**src/rtl/fdr_cfg.svh**
```systemverilog
// Purpose: constants of the full-speed alternate setting descriptor store
// Assumes: byte-wide descriptor store, indices count from the first alt 1 endpoint byte
// Notes: definitions only
`ifndef FDR_CFG_SVH
`define FDR_CFG_SVH

// store layout
`define FDR_DEPTH 93
`define FDR_IDX_ALT2_IF 7'h2A
`define FDR_IDX_ALT2_EP 7'h33
`define FDR_IDX_LAST 7'h5C
`define FDR_EP_BYTES 7
`define FDR_EP_COUNT 6

// endpoint descriptor fields
`define FDR_EP_LEN 8'h07
`define FDR_EP_TYPE 8'h05
`define FDR_OFF_LEN 0
`define FDR_OFF_TYPE 1
`define FDR_OFF_ADDR 2
`define FDR_OFF_ATTR 3
`define FDR_OFF_MPS_L 4
`define FDR_OFF_MPS_H 5
`define FDR_OFF_IVL 6
`define FDR_MPS_L 8'h40
`define FDR_MPS_H 8'h00
`define FDR_XFR_BULK 8'h02
`define FDR_XFR_INT 8'h03
`define FDR_IVL_BULK 8'h00
`define FDR_IVL_INT 8'h0A
`define FDR_DIR_IN_BIT 7

// endpoint addresses in serving order
`define FDR_EA_OUT1 8'h01
`define FDR_EA_IN1 8'h81
`define FDR_EA_OUT2 8'h02
`define FDR_EA_OUT4 8'h04
`define FDR_EA_IN6 8'h86
`define FDR_EA_IN8 8'h88
`define FDR_SLOT_EP4 3
`define FDR_SLOT_EP8 5

// alt 2 interface descriptor
`define FDR_IF_LEN 8'h09
`define FDR_IF_TYPE 8'h04
`define FDR_IF_NUM 8'h00
`define FDR_IF_ALT2 8'h02
`define FDR_IF_NUM_EP 8'h06
`define FDR_IF_VENDOR 8'hFF
`define FDR_IF_NO_STR 8'h00

`endif

```
**src/rtl/fdr_pkg.sv**
```systemverilog
// Purpose: types of the full-speed alternate setting descriptor store
// Assumes: nothing beyond the cfg header
// Notes: request and state types only
package fdr_pkg;
  typedef struct packed {
    logic [6:0] start;
    logic [15:0] len;
  } fdr_req_t;

  typedef enum logic {
    st_idle,
    st_send
  } fdr_state_t;
endpackage : fdr_pkg
```
**src/rtl/fdr_desc_rom.sv**
```systemverilog
// Purpose: fixed store of full-speed endpoint descriptors for interface 0 alt 1 and alt 2
// Assumes: a control engine requests a start index and the host wLength
// Notes: bytes leave one per valid/ready handshake, in stored order
// How it works
// every endpoint descriptor is seven bytes: 07H length, 05H type
// address bit 7 marks IN; codes 01H 81H 02H 04H 86H 88H
// max packet 64 bytes: 40H at offset four, 00H at five
// alt 1 endpoints are all bulk 02H with interval 00H
// fields: address, attributes, packet size low/high, interval at offsets 2..6
// alt 2 interface: nine bytes, type 04H, alt 02H, six endpoints, FFH class
// alt 2: EP1 out/in, EP2, EP6 interrupt 03H interval 0AH; EP4 and EP8 bulk
// endpoints follow interface in order 1 OUT, 1 IN, 2, 4, 6, 8
// bytes are fixed logic and leave exactly in stored order
// host asks by control transfer; stream stops at requested length
`timescale 1ns/1ps
`default_nettype none
`include "fdr_cfg.svh"

module fdr_desc_rom
  import fdr_pkg::*;
(
  input wire logic mclk_i,
  input wire logic rst_i,
  input wire logic req_valid_i,
  input wire fdr_req_t req_i,
  output logic req_ready_o,
  output logic byte_valid_o,
  output logic [7:0] byte_o,
  output logic byte_last_o,
  input wire logic byte_ready_i
);

  // byte contents by index
  function automatic logic [7:0] fdr_rom_byte(input int idx);
    int rel;
    int slot;
    int off;
    logic alt2;
    logic [7:0] b;
    alt2 = (idx >= int'(`FDR_IDX_ALT2_IF));
    rel = (idx >= int'(`FDR_IDX_ALT2_EP)) ? idx - int'(`FDR_IDX_ALT2_EP) : idx;
    slot = rel / `FDR_EP_BYTES;
    off = rel % `FDR_EP_BYTES;
    b = 8'h00;
    if (alt2 && idx < int'(`FDR_IDX_ALT2_EP)) begin
      case (idx - int'(`FDR_IDX_ALT2_IF))
        0: b = `FDR_IF_LEN;
        1: b = `FDR_IF_TYPE;
        2: b = `FDR_IF_NUM;
        3: b = `FDR_IF_ALT2;
        4: b = `FDR_IF_NUM_EP;
        5, 6, 7: b = `FDR_IF_VENDOR;
        default: b = `FDR_IF_NO_STR;
      endcase
    end else begin
      case (off)
        `FDR_OFF_LEN: b = `FDR_EP_LEN;
        `FDR_OFF_TYPE: b = `FDR_EP_TYPE;
        `FDR_OFF_ADDR: begin
          case (slot)
            0: b = `FDR_EA_OUT1;
            1: b = `FDR_EA_IN1;
            2: b = `FDR_EA_OUT2;
            3: b = `FDR_EA_OUT4;
            4: b = `FDR_EA_IN6;
            default: b = `FDR_EA_IN8;
          endcase
        end
        `FDR_OFF_ATTR: begin
          b = (alt2 && slot != `FDR_SLOT_EP4 && slot != `FDR_SLOT_EP8) ? `FDR_XFR_INT : `FDR_XFR_BULK;
        end
        `FDR_OFF_MPS_L: b = `FDR_MPS_L;
        `FDR_OFF_MPS_H: b = `FDR_MPS_H;
        default: begin
          b = (alt2 && slot != `FDR_SLOT_EP4 && slot != `FDR_SLOT_EP8) ? `FDR_IVL_INT : `FDR_IVL_BULK;
        end
      endcase
    end
    return b;
  endfunction : fdr_rom_byte

  logic [7:0] rom [`FDR_DEPTH];

  // constant store, one entry per index
  for (genvar g = 0; g < `FDR_DEPTH; g++) begin : g_rom
    assign rom[g] = fdr_rom_byte(g);
  end

  fdr_state_t state_reg, state_next;
  logic [6:0] ptr_reg, ptr_next;
  logic [15:0] rem_reg, rem_next;
  logic [7:0] data_reg, data_next;
  logic at_end;

  assign at_end = (rem_reg == 16'h0001) || (ptr_reg == `FDR_IDX_LAST);
  assign req_ready_o = (state_reg == st_idle);
  assign byte_valid_o = (state_reg == st_send);
  assign byte_o = data_reg;
  assign byte_last_o = byte_valid_o && at_end;

  always_comb begin
    state_next = state_reg;
    ptr_next = ptr_reg;
    rem_next = rem_reg;
    data_next = data_reg;
    case (state_reg)
      st_idle: begin
        // zero length or start past the end sends nothing
        if (req_valid_i && req_i.len != 16'h0000 && req_i.start <= `FDR_IDX_LAST) begin
          state_next = st_send;
          ptr_next = req_i.start;
          rem_next = req_i.len;
          data_next = rom[req_i.start];
        end
      end
      default: begin
        if (byte_ready_i) begin
          // truncate at requested length
          if (at_end) begin
            state_next = st_idle;
          end else begin
            // next stored byte
            ptr_next = 7'(ptr_reg + 7'h01);
            rem_next = 16'(rem_reg - 16'h0001);
            data_next = rom[7'(ptr_reg + 7'h01)];
          end
        end
      end
    endcase
  end

  always_ff @(posedge mclk_i) begin
    if (rst_i) begin
      state_reg <= st_idle;
      ptr_reg <= 7'h00;
      rem_reg <= 16'h0000;
      data_reg <= 8'h00;
    end else begin
      state_reg <= state_next;
      ptr_reg <= ptr_next;
      rem_reg <= rem_next;
      data_reg <= data_next;
    end
  end

  // checking helpers: where the byte on the port sits in its descriptor
  int ep_rel;
  int ep_slot;
  int ep_off;
  logic in_ep;
  logic in_alt2;
  always_comb begin
    in_alt2 = (ptr_reg >= `FDR_IDX_ALT2_EP);
    in_ep = (ptr_reg < `FDR_IDX_ALT2_IF) || in_alt2;
    ep_rel = in_alt2 ? int'(ptr_reg) - int'(`FDR_IDX_ALT2_EP) : int'(ptr_reg);
    ep_slot = ep_rel / `FDR_EP_BYTES;
    ep_off = ep_rel % `FDR_EP_BYTES;
  end

  property p_ep_header;
    @(posedge mclk_i) disable iff (rst_i)
    byte_valid_o && in_ep && ep_off == `FDR_OFF_LEN |-> byte_o == `FDR_EP_LEN;
  endproperty
  a_ep_header: assert property (p_ep_header) else $error("endpoint length byte wrong");

  property p_ep_type;
    @(posedge mclk_i) disable iff (rst_i)
    byte_valid_o && in_ep && ep_off == `FDR_OFF_TYPE |-> byte_o == `FDR_EP_TYPE;
  endproperty
  a_ep_type: assert property (p_ep_type) else $error("endpoint type byte wrong");

  property p_dir_bit;
    @(posedge mclk_i) disable iff (rst_i)
    byte_valid_o && in_ep && ep_off == `FDR_OFF_ADDR |->
      byte_o[`FDR_DIR_IN_BIT] == (ep_slot == 1 || ep_slot == 4 || ep_slot == 5);
  endproperty
  a_dir_bit: assert property (p_dir_bit) else $error("endpoint direction bit wrong");

  property p_mps;
    @(posedge mclk_i) disable iff (rst_i)
    byte_valid_o && in_ep && ep_off == `FDR_OFF_MPS_L && byte_ready_i && !byte_last_o |->
      byte_o == `FDR_MPS_L ##1 byte_o == `FDR_MPS_H;
  endproperty
  a_mps: assert property (p_mps) else $error("max packet size bytes wrong");

  property p_alt1_bulk;
    @(posedge mclk_i) disable iff (rst_i)
    byte_valid_o && ptr_reg < `FDR_IDX_ALT2_IF && ep_off == `FDR_OFF_ATTR && byte_ready_i && !byte_last_o |->
      byte_o == `FDR_XFR_BULK ##1 byte_o == `FDR_MPS_L;
  endproperty
  a_alt1_bulk: assert property (p_alt1_bulk) else $error("alt 1 endpoint not bulk");

  property p_interval;
    @(posedge mclk_i) disable iff (rst_i)
    byte_valid_o && in_ep && ep_off == `FDR_OFF_IVL |->
      byte_o == ((in_alt2 && ep_slot != `FDR_SLOT_EP4 && ep_slot != `FDR_SLOT_EP8) ? `FDR_IVL_INT : `FDR_IVL_BULK);
  endproperty
  a_interval: assert property (p_interval) else $error("polling interval wrong");

  property p_addr_field;
    @(posedge mclk_i) disable iff (rst_i)
    byte_valid_o && in_ep && ep_off == `FDR_OFF_ADDR |->
      byte_o[3:0] != 4'h0 && byte_o[6:4] == 3'h0;
  endproperty
  a_addr_field: assert property (p_addr_field) else $error("address not at offset two");

  property p_alt2_if;
    @(posedge mclk_i) disable iff (rst_i)
    byte_valid_o && ptr_reg == `FDR_IDX_ALT2_IF |->
      byte_o == `FDR_IF_LEN;
  endproperty
  a_alt2_if: assert property (p_alt2_if) else $error("alt 2 interface length wrong");

  property p_alt2_count;
    @(posedge mclk_i) disable iff (rst_i)
    byte_valid_o && ptr_reg == 7'(`FDR_IDX_ALT2_IF + 7'h04) |-> byte_o == `FDR_IF_NUM_EP;
  endproperty
  a_alt2_count: assert property (p_alt2_count) else $error("alt 2 endpoint count wrong");

  property p_alt2_type;
    @(posedge mclk_i) disable iff (rst_i)
    byte_valid_o && in_alt2 && ep_off == `FDR_OFF_ATTR |->
      byte_o == ((ep_slot == `FDR_SLOT_EP4 || ep_slot == `FDR_SLOT_EP8) ? `FDR_XFR_BULK : `FDR_XFR_INT);
  endproperty
  a_alt2_type: assert property (p_alt2_type) else $error("alt 2 transfer type wrong");

  property p_ep_order;
    @(posedge mclk_i) disable iff (rst_i)
    byte_valid_o && in_ep && ep_off == `FDR_OFF_ADDR && ep_slot == `FDR_SLOT_EP4 |-> byte_o == `FDR_EA_OUT4;
  endproperty
  a_ep_order: assert property (p_ep_order) else $error("endpoint order wrong");

  property p_seq;
    @(posedge mclk_i) disable iff (rst_i)
    byte_valid_o && byte_ready_i && !byte_last_o |=>
      byte_valid_o && ptr_reg == 7'($past(ptr_reg) + 7'h01);
  endproperty
  a_seq: assert property (p_seq) else $error("bytes not in stored order");

  property p_trunc;
    @(posedge mclk_i) disable iff (rst_i)
    req_valid_i && req_ready_o && req_i.len == 16'h0001 && req_i.start <= `FDR_IDX_LAST |=>
      byte_valid_o && byte_last_o;
  endproperty
  a_trunc: assert property (p_trunc) else $error("single byte request not last");

  property p_end;
    @(posedge mclk_i) disable iff (rst_i)
    byte_valid_o && byte_ready_i && byte_last_o |=> !byte_valid_o && req_ready_o;
  endproperty
  a_end: assert property (p_end) else $error("stream ran past its end");

endmodule : fdr_desc_rom

`default_nettype wire

```
**config.mk**
```make
export PLATFORM = sky130hd
export DESIGN_NAME = fdr_desc_rom
export DESIGN_NICKNAME = d
export VERILOG_FILES = /design/src/rtl/fdr_pkg.sv /design/src/rtl/fdr_desc_rom.sv
export VERILOG_INCLUDE_DIRS = /design/src /design/src/rtl
export SDC_FILE = /design/constraint.sdc
export NUM_CORES = 1
export LEC_CHECK = 0
export BUFFER_PORTS_ARGS = -buffer_cell sky130_fd_sc_hd__buf_2
export CAP_MARGIN = 10
export CORE_ASPECT_RATIO = 1.25
export CORE_MARGIN = 4
export CORE_UTILIZATION = 25
export CTS_BUF_LIST = sky130_fd_sc_hd__clkbuf_4 sky130_fd_sc_hd__clkbuf_8
export DETAILED_ROUTE_END_ITERATION = 8
export PLACE_DENSITY = 0.41
export SLEW_MARGIN = 20
export SYNTH_ARGS = -nofsm -noshare
export SYNTH_HDL_FRONTEND = slang
export SYNTH_SLANG_ARGS = --single-unit
```
**constraint.sdc**
```tcl
create_clock -name mclk_i -period 3.3 [get_ports mclk_i]
set_input_delay 0.825 -clock mclk_i [delete_from_list [all_inputs] [get_ports mclk_i]]
set_output_delay 0.825 -clock mclk_i [all_outputs]
set_load 0.02 [all_outputs]
```
==> results.sh <==
export IMPL_fillCellCount=1738
export IMPL_yosys_area_top_type_share_pct=15.5
export IMPL_synth_net_count=605
export IMPL_vdd_drop_max_mv=0.149
export IMPL_grt_pass1_vias=4055
export IMPL_top_layer_used="met4"
export IMPL_yosys_register_bits=31
export IMPL_multi_input_area_um2=3040
export IMPL_ant_nets=0
export IMPL_vias=4325
export IMPL_worst_pin_slew_ns=0.706
export IMPL_synth_top_cell_by_area="dfxtp_1"
export IMPL_drc=0
export IMPL_cp_arrival_ns=2.13
export IMPL_dr_pass1_iters=5
export IMPL_yosysWarnings=0
export IMPL_critPathBufInv=3
export IMPL_io_pins=38
export IMPL_largest_reg_flops=16
export IMPL_hold_viol=0
export IMPL_synth_cells=557
export IMPL_io_buffers=37
export IMPL_synthFlopType="dfxtp_1"
export IMPL_setup_slack_ns=0.343
export IMPL_cts_tree="yes"
export IMPL_crit_type="flop to primary output"
export IMPL_drtIter0Drc=307
export IMPL_min_to="rem_reg[10]$_SDFFE_PP0P_"
export IMPL_rsz0062_at_grt="no"
export IMPL_endpoint_kind="primary output"
export IMPL_ctsHoldBuffers=0
export IMPL_core_area_um2=15600
export IMPL_cts_sinks=31
export IMPL_synth_area_leaders="dfxtp_1 15%, o21ai_0 6.6%, ha_1 6.6%"
export IMPL_wl_mm=14.1
export IMPL_gp_congestion=0.859
export IMPL_relSlewSlack_pct=53.0
export IMPL_wl_met2_mm=6.62
export IMPL_dp_hpwl_mm=10.1
export IMPL_worstReg2RegStart="ptr_reg[0]$_SDFFE_PP0P_"
export IMPL_synth_seq_area_share_pct=15.5
export IMPL_reg2regPathDepth=8
export IMPL_cp_max_fo=8
export IMPL_min_from="rem_reg[10]$_SDFFE_PP0P_"
export IMPL_worstPathRequired_ns=2.47
export IMPL_whs_path_depth=2
export IMPL_status="finished, final reports clean"
export IMPL_clk_latency_ns=0.29
export IMPL_hp_class="flop to flop"
export IMPL_setup_viol=0
export IMPL_nNetsFinal=624
export IMPL_utilization_pct=28.4
export IMPL_max_freq_mhz=338
export IMPL_crit_path_cell_trace="inv_1 > buf_4 > ha_1 > nand4b_1 > o21ai_2 > and2_1 > buf_2"
export IMPL_regToRegSetupSlack_ns=0.49
export IMPL_path_delay_family="flip-flops"
export IMPL_startpoint_type="flop"
export IMPL_synth_edf_count=0
export IMPL_placed_area_um2=4360
export IMPL_final_max_slew_viol_count=0
export IMPL_cts_resized=0
export IMPL_cap_violations=0
export IMPL_power_leakage_nw=1.64
export IMPL_antenna_cells=0
export IMPL_slowest_stage="dfxtp_1"
export IMPL_synthArstFlopShare_pct=0
export IMPL_avgSynthCellArea_um2=7.19
export IMPL_die_y_um=150
export IMPL_synth_cell_types=89
export IMPL_cts_root_buf="clkbuf_8"
export IMPL_clk_pin_slew_ns=0.07
export IMPL_period_share_pct=89.6
export IMPL_start_util_pct=25.6
export IMPL_grt_overflow=0
export IMPL_netlist_area_um2=4010
export IMPL_cts_buffers=5
export IMPL_grt_max_degree=33
export IMPL_fin_skew_ns=0.0100
export IMPL_die_x_um=121
export IMPL_wl_met1_mm=6.36
export IMPL_clockBufferDepth=2
export IMPL_crit_start="ptr_reg[0]$_SDFFE_PP0P_"
export IMPL_power_density_nw_per_um2=341
export IMPL_place_ws_ns=0.217
export IMPL_tns_ns=0
export IMPL_htreeDepth=2
export IMPL_cts_setup_buffers=0
export IMPL_slowest_delay_ns=0.59
export IMPL_seq_area_um2=621
export IMPL_track_usage_pct=15.4
export IMPL_rows=51
export IMPL_route_met3_wl_um=715
export IMPL_grt_pass1_wl_mm=22.6
export IMPL_area_growth_pct=10.9
export IMPL_antenna_found_initial=0
export IMPL_vias_per_cell=5.49
export IMPL_final_area_um2=4440
export IMPL_r2r_end="byte_o[1]$_SDFFE_PP0P_"
export IMPL_layout_drive_gt1_share_pct=17.2
export IMPL_dieArea_um2=18100
export IMPL_wl_per_cell_um=17.9
export IMPL_min_period_ns=2.96
export IMPL_finalPower_mw=1.52
[how the worst max path moves through the flow]
stage / to / slack [ns] / cells past startpoint
finish: byte_last_o / 0.34 / 7
floorplan: byte_o[6]$_SDFFE_PP0P_ / 0.77 / 10
global placement: ptr_reg[0]$_SDFFE_PP0P_ / 0.30 / 10
global route: byte_last_o / 0.23 / 7
detailed placement: byte_o[2]$_SDFFE_PP0P_ / 0.22 / 9
CTS: byte_last_o / 0.31 / 7
[Yosys cell counts, drive strengths merged (4+ instances only)]
cell type and number:
o21ai 58, nand2 56, nor2 49, a21oi 48, buf 31, dfxtp 31
nor2b 22, ha 21, clkbuf 19, nor3 19, inv 14, nand2b 13
a211oi 12, a311oi 12, nand3 12, o211ai 11, nor4 9, and2 7
mux2i 7, mux2 5, o31ai 5, a221oi 4, a31oi 4, and3 4
o22ai 4, o31a 4, or3 4, xnor2 4
[layout by cell type, fill, tap and decap left out, drive strengths merged, types with 14 or more instances in the layout]
cell / instances
buf: 62
o21ai: 58
nand2: 56
nor2: 49
a21oi: 48
dfxtp: 31
nor2b: 22
ha: 21
nor3: 19
inv: 14
[tightest hold or removal path, cell delays in order, from the launching register on]
cell and delay, ns:
dfxtp_1 0.32, o21ai_1 0.07, a21oi_1 0.06
[per-stage QoR]
step	std cells	hold WS, ns
floorplan	557	0.455
global placement	781	0.467
detailed placement	781	0.476
CTS	788	0.488
global route	788	0.523
finish	788	0.487
[report_power, final]
| group | total (mW) | internal [mW] | switching [mW] |
|---|---|---|---|
| Combinational | 0.736 | 0.275 | 0.461 |
| Sequential | 0.458 | 0.413 | 0.0449 |
| Clock | 0.321 | 0.164 | 0.157 |
[cell families (layout without fill, tap and decap cells)]
group	after synthesis	count (layout)	share of synthesized area (%)
compound gates	203	203	33.6
fa+ha+maj	22	22	6.84
mux	13	13	3.72
buf+inv	65	84	8.59
simple gates	217	217	28.8
xor+xnor	6	6	2.91
flops	31	31	15.5
[layer usage]
layer | up-vias | track usage, %
met5 | - | 0
met4 | 0 | 5.55
met3 | 28 | 2.19
met2 | 145 | 24.6
met1 | 2058 | 21.1
li1 | 2094 | -
[cell type report]
| type | instances | share of cell area (%) |
|---|---|---|
| clock buffers | 6 | 1.86 |
| clock inverters | 1 | 0.113 |
| inverters | 15 | 1.27 |
| multi-input cells | 461 | 68.4 |
| flip-flops and latches | 31 | 14.0 |
| well taps | 212 | 5.97 |
| repair buffers | 62 | 8.39 |
No activity file was read; power rests on OpenSTA's default activity.
